===== src/core/rts_defines.svh =====
// register offsets, bit positions, codes and timing of the transmit sequencer
// assumes one 100 MHz digital clock
`ifndef RTS_DEFINES_SVH
`define RTS_DEFINES_SVH
`define RTS_A_CHIP 5'h00
`define RTS_A_PROTO 5'h01
`define RTS_A_TYPEB 5'h02
`define RTS_A_HBR 5'h03
`define RTS_A_PULSE 5'h06
`define RTS_A_TMR 5'h07
`define RTS_A_MOD 5'h09
`define RTS_A_RIO 5'h0b
`define RTS_A_IRQ 5'h0c
`define RTS_A_FCNT 5'h1c
`define RTS_A_LENH 5'h1d
`define RTS_A_LENL 5'h1e
`define RTS_A_FIFO 5'h1f
`define RTS_C_RESET 8'h0f
`define RTS_C_TX 8'h11
`define RTS_C_TX_TMR 8'h12
`define RTS_B_FULLPWR 4
`define RTS_B_DIRECT 6
`define RTS_B_EXTMOD 6
`define RTS_B_ANALOG 3
`define RTS_B_EXTPA 6
`define RTS_B_TXDONE 7
`define RTS_B_FLVL 5
`define RTS_B_NOSOF 7
`define RTS_B_NOEOF 6
`define RTS_B_EGT 5
`define RTS_B_SEPRATE 7
`define RTS_B_EVENPAR 6
`define RTS_FAM_A 3'h2
`define RTS_FAM_B 3'h3
`define RTS_DEPTH_OOK 3'h7
`define RTS_DEPTH_B 3'h1
`define RTS_DEPTH_V 3'h0
`define RTS_PRESET 8'h00
`define RTS_CRC_A 16'h6363
`define RTS_CRC_B 16'hffff
`define RTS_CRC_POLY 16'h8408
`define RTS_CLK_PS 10000
`define RTS_PULSE_UNIT_PS 73700
`define RTS_ETU_NS 9440
`define RTS_PULSE_A_NS 2950
`define RTS_TMR_UNIT_NS 1000
`endif


===== src/core/rts_pkg.sv =====
// types shared by the transmit sequencer
// assumes the defines header is on the include path
package rts_pkg;
   // sequencer states
   typedef enum logic [2:0] {
      ST_IDLE, ST_ARMED, ST_SOF, ST_BITS, ST_GAP, ST_EOF
   } rts_st_t;
   // software visible registers
   typedef struct packed {
      logic [7:0] chip, proto, typeb, hbr, pulse, tmr, modc, rio;
      logic [7:0] irq, lenh, lenl;
   } rts_regs_t;
   // complete state of the sequencer
   typedef struct packed {
      rts_regs_t rg;
      rts_st_t st;
      logic [11:0] bytes_left; // whole bytes still to fetch
      logic part;              // trailing partial byte pending
      logic [1:0] crc_step;    // crc bytes still to send
      logic [8:0] sh;          // bits of the unit on air
      logic [3:0] nbits;       // bits left in that unit
      logic par_on;            // unit ends in a parity bit
      logic crc_on;            // unit feeds the crc
      logic [15:0] crc;
      logic [15:0] bcnt;       // cycle within the bit
      logic [15:0] tmr_cnt;    // launch delay left
      logic lvl_prev;
      logic mod, ext_mod, mod_ook, half, analog, rx_ext, irq_o, busy;
      logic [2:0] depth;
      logic [7:0] rdata;
      logic s1, s2;            // pin synchroniser
   } rts_state_t;
endpackage


===== src/core/rts_tx_seq.sv =====
// transmit sequencer: registers, framing, pulse shaping, refill flags
// assumes one clock and a host on the register port
`timescale 1ns/1ns
`include "rts_defines.svh"

// byte buffer between the host writes and the serialiser
module rts_fifo #(
   parameter int W = 8,
   parameter int DEPTH = 8,
   parameter int AW = $clog2(DEPTH)
) (
   input wire logic ref_clk,
   input wire logic rst_b,
   input wire logic flush,
   input wire logic in_valid,
   input wire logic [W-1:0] in_data,
   output logic in_ready,
   output logic out_valid,
   output logic [W-1:0] out_data,
   input wire logic out_ready,
   output logic [AW:0] count
);
   typedef struct packed {
      logic [DEPTH-1:0][W-1:0] mem;
      logic [AW-1:0] wp, rp;
      logic [AW:0] cnt;
      logic space; // registered so the ready seen outside is a flop
   } rts_fst_t;
   rts_fst_t f, fn;
   logic push, pop;

   assign push = in_valid && f.space;
   assign pop = out_ready && (f.cnt != '0);
   assign in_ready = f.space;
   assign out_valid = (f.cnt != '0);
   assign out_data = f.mem[f.rp];
   assign count = f.cnt;

   // pointer and count update; flush drops everything held
   always_comb begin
      fn = f;
      if (push) begin
         fn.mem[f.wp] = in_data;
         fn.wp = (f.wp == AW'(DEPTH - 1)) ? '0 : f.wp + 1'b1;
      end
      if (pop) begin
         fn.rp = (f.rp == AW'(DEPTH - 1)) ? '0 : f.rp + 1'b1;
      end
      fn.cnt = f.cnt + (AW+1)'(push) - (AW+1)'(pop);
      if (flush) begin
         fn.wp = '0;
         fn.rp = '0;
         fn.cnt = '0;
      end
      fn.space = (fn.cnt != (AW+1)'(DEPTH));
   end

   // state register
   always_ff @(posedge ref_clk or negedge rst_b) begin
      if (!rst_b) begin
         f <= '0;
         f.space <= 1'b1;
      end else begin
         f <= fn;
      end
   end
endmodule

// transmit sequencer top
module rts_tx_seq #(
   parameter int DEPTH = 8,
   parameter int LOW_WM = 2,
   parameter int CW = $clog2(DEPTH) + 1
) (
   input wire logic ref_clk,
   input wire logic rst_b,
   input wire logic reg_wr,
   input wire logic reg_rd,
   input wire logic [4:0] reg_addr,
   input wire logic [7:0] reg_wdata,
   input wire logic cmd_valid,
   input wire logic [7:0] cmd_code,
   input wire logic ext_mod_pin,
   output logic [7:0] reg_rdata,
   output logic wr_ready,
   output logic mod_out,
   output logic ext_pa_mod,
   output logic mod_type_ook,
   output logic [2:0] mod_depth,
   output logic half_power,
   output logic mod_type_analog,
   output logic rx_ext_subcarrier,
   output logic irq,
   output logic tx_busy
);
   rts_pkg::rts_state_t r, n;
   logic f_valid, f_pop, f_push, f_flush;
   logic [7:0] f_data;
   logic [CW-1:0] f_cnt;
   logic adv, sel, lvl, bend, m, fam_a, fam_b;
   logic [7:0] setb, clr;
   logic [15:0] bc, pc;

   // clock counts of the printed times
   function automatic logic [15:0] ns2cyc(input int ns);
      return 16'((ns * 1000 + `RTS_CLK_PS - 1) / `RTS_CLK_PS);
   endfunction

   // bit period; a separate tx rate overrides the protocol rate
   function automatic logic [15:0] bit_cyc(input logic [7:0] p,
                                           input logic [7:0] h);
      logic [1:0] rate;
      rate = h[`RTS_B_SEPRATE] ? h[1:0] : p[1:0];
      return ns2cyc(`RTS_ETU_NS) >> rate;
   endfunction

   // modulation pulse length in clocks
   function automatic logic [15:0] pulse_cyc(input logic [7:0] pl,
                                             input logic [7:0] p);
      if (pl != 8'h00)
         return 16'((int'(pl) * `RTS_PULSE_UNIT_PS + `RTS_CLK_PS - 1)
                    / `RTS_CLK_PS);
      else if (p[4:2] == `RTS_FAM_A)
         return ns2cyc(`RTS_PULSE_A_NS);
      else
         return ns2cyc(`RTS_ETU_NS);
   endfunction

   // one crc step per data bit, lsb first
   function automatic logic [15:0] crc_bit(input logic [15:0] c,
                                           input logic b);
      return (c >> 1) ^ ((c[0] ^ b) ? `RTS_CRC_POLY : 16'h0000);
   endfunction

   // parity bit appended to a byte
   function automatic logic par(input logic [7:0] d, input logic even);
      return even ? ^d : ~^d;
   endfunction

   // protocol default modulation depth
   function automatic logic [7:0] preset_mod(input logic [7:0] p);
      if (p[4:2] == `RTS_FAM_A)
         return {5'h00, `RTS_DEPTH_OOK};
      else if (p[4:2] == `RTS_FAM_B)
         return {5'h00, `RTS_DEPTH_B};
      else
         return {5'h00, `RTS_DEPTH_V};
   endfunction

   assign f_push = reg_wr && (reg_addr == `RTS_A_FIFO);
   assign f_flush = cmd_valid && (cmd_code == `RTS_C_RESET);

   rts_fifo #(.W(8), .DEPTH(DEPTH)) u_fifo (
      .ref_clk(ref_clk),
      .rst_b(rst_b),
      .flush(f_flush),
      .in_valid(f_push),
      .in_data(reg_wdata),
      .in_ready(wr_ready),
      .out_valid(f_valid),
      .out_data(f_data),
      .out_ready(f_pop),
      .count(f_cnt)
   );

   // next state of the whole sequencer
   always_comb begin
      n = r;
      f_pop = 1'b0;
      adv = 1'b0;
      sel = 1'b0;
      setb = 8'h00;
      clr = 8'h00;
      fam_a = (r.rg.proto[4:2] == `RTS_FAM_A);
      fam_b = (r.rg.proto[4:2] == `RTS_FAM_B);
      bc = bit_cyc(r.rg.proto, r.rg.hbr);
      pc = pulse_cyc(r.rg.pulse, r.rg.proto);
      bend = (r.bcnt == bc - 16'h0001);
      n.s1 = ext_mod_pin;
      n.s2 = r.s1;
      // register writes; protocol write presets its dependants
      if (reg_wr) begin
         if (reg_addr == `RTS_A_CHIP) begin
            n.rg.chip = reg_wdata;
         end else if (reg_addr == `RTS_A_PROTO) begin
            n.rg.proto = reg_wdata;
            n.rg.typeb = `RTS_PRESET;
            n.rg.hbr = `RTS_PRESET;
            n.rg.pulse = `RTS_PRESET;
            n.rg.modc = preset_mod(reg_wdata);
         end else if (reg_addr == `RTS_A_TYPEB) begin
            n.rg.typeb = reg_wdata;
         end else if (reg_addr == `RTS_A_HBR) begin
            n.rg.hbr = reg_wdata;
         end else if (reg_addr == `RTS_A_PULSE) begin
            n.rg.pulse = reg_wdata;
         end else if (reg_addr == `RTS_A_TMR) begin
            n.rg.tmr = reg_wdata;
         end else if (reg_addr == `RTS_A_MOD) begin
            n.rg.modc = reg_wdata;
         end else if (reg_addr == `RTS_A_RIO) begin
            n.rg.rio = reg_wdata;
         end else if (reg_addr == `RTS_A_LENH) begin
            n.rg.lenh = reg_wdata;
         end else if (reg_addr == `RTS_A_LENL) begin
            n.rg.lenl = reg_wdata;
         end
      end
      // reads; the status register clears on read
      if (reg_rd) begin
         if (reg_addr == `RTS_A_CHIP) n.rdata = r.rg.chip;
         else if (reg_addr == `RTS_A_PROTO) n.rdata = r.rg.proto;
         else if (reg_addr == `RTS_A_TYPEB) n.rdata = r.rg.typeb;
         else if (reg_addr == `RTS_A_HBR) n.rdata = r.rg.hbr;
         else if (reg_addr == `RTS_A_PULSE) n.rdata = r.rg.pulse;
         else if (reg_addr == `RTS_A_TMR) n.rdata = r.rg.tmr;
         else if (reg_addr == `RTS_A_MOD) n.rdata = r.rg.modc;
         else if (reg_addr == `RTS_A_RIO) n.rdata = r.rg.rio;
         else if (reg_addr == `RTS_A_IRQ) begin
            n.rdata = r.rg.irq;
            clr = 8'hff;
         end
         else if (reg_addr == `RTS_A_FCNT) n.rdata = 8'(f_cnt);
         else if (reg_addr == `RTS_A_LENH) n.rdata = r.rg.lenh;
         else if (reg_addr == `RTS_A_LENL) n.rdata = r.rg.lenl;
         else n.rdata = 8'h00; // unmapped and the write-only buffer
      end
      // launch delay runs down in armed state
      if (r.tmr_cnt != 16'h0000) n.tmr_cnt = r.tmr_cnt - 16'h0001;
      // bit timing runs while framing
      if (r.st != rts_pkg::ST_IDLE && r.st != rts_pkg::ST_ARMED)
         n.bcnt = bend ? 16'h0000 : r.bcnt + 16'h0001;
      case (r.st)
         rts_pkg::ST_ARMED: begin
            // wait for delay and for data, or for an empty frame
            if (r.tmr_cnt == 16'h0000 &&
                (f_valid || {r.rg.lenh, r.rg.lenl[7:4]} == 12'h000)) begin
               n.bytes_left = {r.rg.lenh, r.rg.lenl[7:4]};
               n.part = r.rg.lenl[0];
               n.crc_step = (r.rg.lenl[0] || r.rg.proto[`RTS_B_DIRECT])
                            ? 2'd0 : 2'd2;
               n.crc = fam_a ? `RTS_CRC_A : `RTS_CRC_B;
               n.busy = 1'b1;
               n.bcnt = 16'h0000;
               n.st = rts_pkg::ST_SOF;
               if (fam_b && r.rg.typeb[`RTS_B_NOSOF]) begin
                  n.st = rts_pkg::ST_GAP;
                  n.bcnt = bc - 16'h0001;
               end
            end
         end
         rts_pkg::ST_SOF: begin
            if (bend) sel = 1'b1;
         end
         rts_pkg::ST_BITS: begin
            if (bend) begin
               n.sh = r.sh >> 1;
               n.nbits = r.nbits - 4'h1;
               if (r.crc_on && !(r.par_on && r.nbits == 4'h1))
                  n.crc = crc_bit(r.crc, r.sh[0]);
               if (r.nbits == 4'h1) adv = 1'b1;
            end
         end
         rts_pkg::ST_GAP: begin
            if (bend) sel = 1'b1;
         end
         rts_pkg::ST_EOF: begin
            if (bend) begin
               n.st = rts_pkg::ST_IDLE;
               n.busy = 1'b0;
               setb[`RTS_B_TXDONE] = 1'b1;
            end
         end
         default: begin
         end
      endcase
      // a finished unit may earn an extra guard bit
      if (adv) begin
         if (fam_b && r.rg.typeb[`RTS_B_EGT]) n.st = rts_pkg::ST_GAP;
         else sel = 1'b1;
      end
      // choose the next unit: data, partial byte, crc, then eof
      if (sel) begin
         n.st = rts_pkg::ST_BITS;
         n.bcnt = 16'h0000;
         n.par_on = fam_a;
         if (r.bytes_left != 12'h000) begin
            if (f_valid) begin
               f_pop = 1'b1;
               n.bytes_left = r.bytes_left - 12'h001;
               n.sh = {par(f_data, r.rg.hbr[`RTS_B_EVENPAR]), f_data};
               n.nbits = fam_a ? 4'h9 : 4'h8;
               n.crc_on = 1'b1;
            end else begin
               // underrun: hold at the bit boundary until a refill
               n.st = rts_pkg::ST_GAP;
               n.bcnt = r.bcnt;
            end
         end else if (r.part && r.rg.lenl[3:1] != 3'h0) begin
            if (f_valid) begin
               f_pop = 1'b1;
               n.part = 1'b0;
               n.sh = {1'b0, f_data};
               n.nbits = {1'b0, r.rg.lenl[3:1]};
               n.par_on = 1'b0;
               n.crc_on = 1'b0;
            end else begin
               n.st = rts_pkg::ST_GAP;
               n.bcnt = r.bcnt;
            end
         end else if (r.crc_step != 2'd0) begin
            n.part = 1'b0;
            n.crc_step = r.crc_step - 2'd1;
            n.crc = {8'h00, r.crc[15:8]};
            n.sh = {par(r.crc[7:0], r.rg.hbr[`RTS_B_EVENPAR]), r.crc[7:0]};
            n.nbits = fam_a ? 4'h9 : 4'h8;
            n.crc_on = 1'b0;
         end else if (fam_b && r.rg.typeb[`RTS_B_NOEOF]) begin
            n.st = rts_pkg::ST_IDLE;
            n.busy = 1'b0;
            setb[`RTS_B_TXDONE] = 1'b1;
         end else begin
            n.part = 1'b0;
            n.st = rts_pkg::ST_EOF;
         end
      end
      // direct commands; fifo reset also aborts a frame
      if (cmd_valid) begin
         if (cmd_code == `RTS_C_RESET) begin
            n.st = rts_pkg::ST_IDLE;
            n.busy = 1'b0;
         end else if (cmd_code == `RTS_C_TX) begin
            n.st = rts_pkg::ST_ARMED;
            n.tmr_cnt = 16'h0000;
         end else if (cmd_code == `RTS_C_TX_TMR) begin
            n.st = rts_pkg::ST_ARMED;
            n.tmr_cnt = 16'(int'(r.rg.tmr) * int'(ns2cyc(`RTS_TMR_UNIT_NS)));
         end
      end
      // refill request when the buffer runs low mid payload
      lvl = r.busy && (r.bytes_left > 12'(f_cnt)) &&
            (f_cnt <= CW'(LOW_WM));
      n.lvl_prev = lvl;
      if (lvl && !r.lvl_prev) setb[`RTS_B_FLVL] = 1'b1;
      // sticky status, a new event wins over the read clear
      n.rg.irq = (r.rg.irq & ~clr) | setb;
      n.irq_o = (n.rg.irq != 8'h00);
      // pulse: a zero bit, sof and eof modulate for pc clocks
      m = ((r.st == rts_pkg::ST_SOF || r.st == rts_pkg::ST_EOF) ||
           (r.st == rts_pkg::ST_BITS && !r.sh[0])) && (r.bcnt < pc);
      n.mod = m;
      n.ext_mod = m && r.rg.rio[`RTS_B_EXTPA];
      n.rx_ext = r.rg.rio[`RTS_B_EXTPA];
      n.half = !r.rg.chip[`RTS_B_FULLPWR];
      n.depth = r.rg.modc[2:0];
      n.analog = r.rg.modc[`RTS_B_ANALOG];
      if (r.rg.proto[`RTS_B_DIRECT] && r.rg.modc[`RTS_B_EXTMOD])
         n.mod_ook = r.s2;
      else
         n.mod_ook = (r.rg.modc[2:0] == `RTS_DEPTH_OOK);
   end

   // state register; power starts at half
   always_ff @(posedge ref_clk or negedge rst_b) begin
      if (!rst_b) begin
         r <= '0;
         r.half <= 1'b1;
      end else begin
         r <= n;
      end
   end

   assign reg_rdata = r.rdata;
   assign mod_out = r.mod;
   assign ext_pa_mod = r.ext_mod;
   assign mod_type_ook = r.mod_ook;
   assign mod_depth = r.depth;
   assign half_power = r.half;
   assign mod_type_analog = r.analog;
   assign rx_ext_subcarrier = r.rx_ext;
   assign irq = r.irq_o;
   assign tx_busy = r.busy;

   // checks; run length of each pulse is counted here
   logic [15:0] mrun;
   always_ff @(posedge ref_clk or negedge rst_b) begin
      if (!rst_b) mrun <= 16'h0000;
      else mrun <= r.mod ? mrun + 16'h0001 : 16'h0000;
   end
endmodule


===== config.mk =====
export PLATFORM = sky130hd
export DESIGN_NAME = rts_tx_seq
export DESIGN_NICKNAME = d
export VERILOG_FILES = /design/src/core/rts_pkg.sv /design/src/core/rts_tx_seq.sv
export VERILOG_INCLUDE_DIRS = /design/src /design/src/core
export SDC_FILE = /design/constraint.sdc
export NUM_CORES = 1
export LEC_CHECK = 0
export BUFFER_PORTS_ARGS = -buffer_cell sky130_fd_sc_hd__buf_2
export CELL_PAD_IN_SITES_DETAIL_PLACEMENT = 0
export CELL_PAD_IN_SITES_GLOBAL_PLACEMENT = 2
export CORE_ASPECT_RATIO = 0.75
export CORE_MARGIN = 10
export CORE_UTILIZATION = 44
export DETAILED_ROUTE_END_ITERATION = 8
export HOLD_SLACK_MARGIN = 0.06
export PLACE_DENSITY_LB_ADDON = 0.3
export SKIP_LAST_GASP = 1
export SLEW_MARGIN = 10
export SYNTH_ARGS = -nofsm -noshare
export SYNTH_HDL_FRONTEND = slang
export SYNTH_SLANG_ARGS = --single-unit

===== constraint.sdc =====
create_clock -name ref_clk -period 36.9 [get_ports ref_clk]
set_clock_uncertainty 0.05 [all_clocks]
set_input_delay 7.38 -clock ref_clk [delete_from_list [all_inputs] [get_ports ref_clk]]
set_output_delay 7.38 -clock ref_clk [all_outputs]
set_load 0.02 [all_outputs]

==> metrics.md <==
| Metric | Value |
|---|---|
| Final GP Congestion | `between 0.8 and 0.9` |
| Final period util | `45.5%` |
| Worst path max stage delay | `0.66 ns` |
| Worst-skew pair later-pin latency | `a little under 0.6 ns` |
| Die X | `276 µm` |
| CP endpoint kind | `register` |
| Commonest non-fill, non-tap cell in the layout | `dfrtp_1` |
| Drt first pass iters | `5` |
| Final setup viols | `0` |
| Post-Synthesis Cells | `2,412` |
| Final wirelength | `63.5 mm` |
| Sequential share of the synthesized area | `30.7%` |
| Synth Flop Type | `dfrtp_1` |
| Clk pin slew, worst setup/hold paths | `0.07 ns` |
| Yosys reg bits | `266` |
| Total negative slack | `0 ns` |
| CTS Buf Count | `28` |
| Initial antenna violation count | `4` |
| Number of synthesized flops with an enable pin | `0` |
| Fmax | `between 50 and 60 MHz` |
| Max-Cap Viols | `0` |
| Filler cells | `about 4,600` |
| Fin area | `around 23,000 µm²` |
| Clk root buf | `clkbuf_16` |
| Die height | `212 µm` |
| Vias in the first global route | `17,600` |
| Site row count | `70` |
| Final Max Tran Viols | `0` |
| # hold bufs at CTS | `0` |
| Status | `completed` |
| CP arrival | `17.21 ns` |
| CP Class | `register to register` |
| Post-DP Area | `22,400 µm²` |
| RSZ-0062 raised after global routing | `false` |
| Clock sinks | `266` |
| Yosys warns | `0` |
| Final Hold Vio Count | `0` |
| Antenna-violating nets left | `0` |
| Worst setup SP type | `register` |
| H-tree depth | `1` |
| Min cycle time layout | `16.80 ns` |
| DRC errors left | `0` |
| IO buf count | `between 40 and 50` |
| Multi-input gate area | `14,200 µm²` |
| Worst EP required | `37.31 ns` |
| WL/cell | `20.7 µm` |
| Fraction of registers with async set/reset | `between 90% and 100%` |
| Post-DP HPWL | `48.1 mm` |
| Drt via density | `between 6 and 7` |
| Iteration-0 DRC Markers | `1,529` |
| Slew HR | `25.6%` |
| Final core occ | `48.0%` |
| Core area | `approximately 50,000 µm²` |
| Most frequent cells in the layout | `dfrtp_1 (264), nand2_1 (227), nor2_1 (175)` |
| Layout cells sized above 1 | `approximately 14%` |
| Largest net degree at the start of global routing | `~110` |
| Library cells used by synthesis | `about 120` |
| Synth Cell Area | `21,700 µm²` |
| Post-CTS setup buffers | `0` |
| Top Ports | `47` |
| Post-synth net total | `2,583` |
| Die area | `58,700 µm²` |
| Mapped Avg Cell Area | `8.99 µm²` |
| CTS max path bufs | `3` |
| Gr usage total | `20.9%` |
| FF+latch area | `6660 µm²` |
| Starting Density | `between 40% and 50%` |
| TritonCTS clock tree | `yes` |
| Pin slew with the least headroom to its limit | `between 1 and 1.5 ns` |
| First-pass GRT wire length | `101 mm` |
| Nets | `2,569` |
| Post-CTS sizing | `0` |
| Critical Path Fanout Max | `16` |
| Layout area overhead | `7.88%` |
| Worst hold path type | `register to register` |
| CP max-delay cell | `o41ai_1` |
| Via count | `18,700` |
| Grt total ovfl | `0` |
==> cell families (layout without fill, tap and decap cells) <==
group	after synthesis	count (layout)	share of synthesized area [%]
adders and majority gates	148	148	9.42
other	1	2	0.0173
buffers and inverters	219	227	4.07
AOI/OAI and AO/OA	683	683	22.3
muxes	177	177	9.83
and+or+nand+nor	776	776	17.7
xor gates and xnor gates	142	142	5.98
DFF	266	266	30.7
==> per-stage QoR <==
stage | setup WS (ns) | hold WS [ns] | cells
6_report | 20.10 | 0.303 | 3069
5_1_grt | 18.86 | 0.306 | 3069
4_1_cts | 20.30 | 0.305 | 3068
3_5_place_dp | 20.46 | 0.290 | 3016
3_3_place_gp | 20.68 | 0.287 | 3016
2_1_floorplan | 22.97 | 0.281 | 2412
==> final timing paths <==
| kind | cells after the start | from | to | slack (ns) |
|---|---|---|---|---|
| min in group asynchronous | 1 | rst_b | rx_ext_subcarrier$_DFF_PN0_ | 6.81 |
| worst min-delay path | 0 | n[0]$_DFF_PN0_ | r[0]$_DFF_PN0_ | 0.30 |
| max in group asynchronous | 2 | rst_b | r[131]$_DFFE_PN0P_ | 28.36 |
| worst max-delay path | 53 | r[153]$_DFFE_PN0P_ | ext_pa_mod$_DFF_PN0_ | 20.10 |
| worst max register to register | 53 | r[153]$_DFFE_PN0P_ | ext_pa_mod$_DFF_PN0_ | 20.10 |
| worst min register to register | 0 | n[0]$_DFF_PN0_ | r[0]$_DFF_PN0_ | 0.30 |
==> synth_stat cells (37+ instances only) <==
library cell	count	area [µm²]
mux2i_1	42	420
nor2_1	175	657
nand2_1	227	852
mux2_2	118	1330
a21oi_1	137	686
nor3_1	71	355
inv_1	113	424
xnor2_1	100	876
o21ai_0	158	791
ha_1	117	1460
dfrtp_1	264	6610
clkbuf_1	79	297
o22ai_1	37	231
nand3_1	81	405
==> layout make-up <==
class                   count  share of cell area [%]
well taps                 648                    3.46
clock buffers              33                    3.29
flip-flops and latches    266                    28.5
inverters                 113                    1.81
repair buffers             62                    1.54
multi-input cells        1927                    60.5
diodes                      1                  0.0107
clock inverters            19                   0.920
==> flip-flops by register name, summed over array words and instances, names as in the netlist <==
register	flops
half_power	1
ext_pa_mod	1
mod_depth	3
reg_rdata	8
n	6
r	166
tx_busy	1
mod_out	1
u_fifo.count	4
rx_ext_subcarrier	1
u_fifo.f	70
u_fifo.in_ready	1
mod_type_ook	1
irq	1
mod_type_analog	1
==> metal layers <==
layer,part of all wire [%],GRT usage (%),wire [µm]
met5,0.074,0,47
met4,1.7,3.69,1060
met3,6.5,4.26,4140
met2,40,28.9,25200
met1,52,32.7,33100
==> critical path: cells and delay by family (launching register included) <==
kind	cells	cell delay (ns)
and+or+nand+nor	11	2.97
adders and majority gates	6	2.71
muxes	2	0.84
AOI/OAI and AO/OA	27	7.99
DFF	1	0.61
buffers and inverters	5	0.59
xor gates and xnor gates	2	0.83
Power is left out: the tool's default activity adds up to more than one toggle a clock period on the data nets, which glitch-free logic cannot reach.
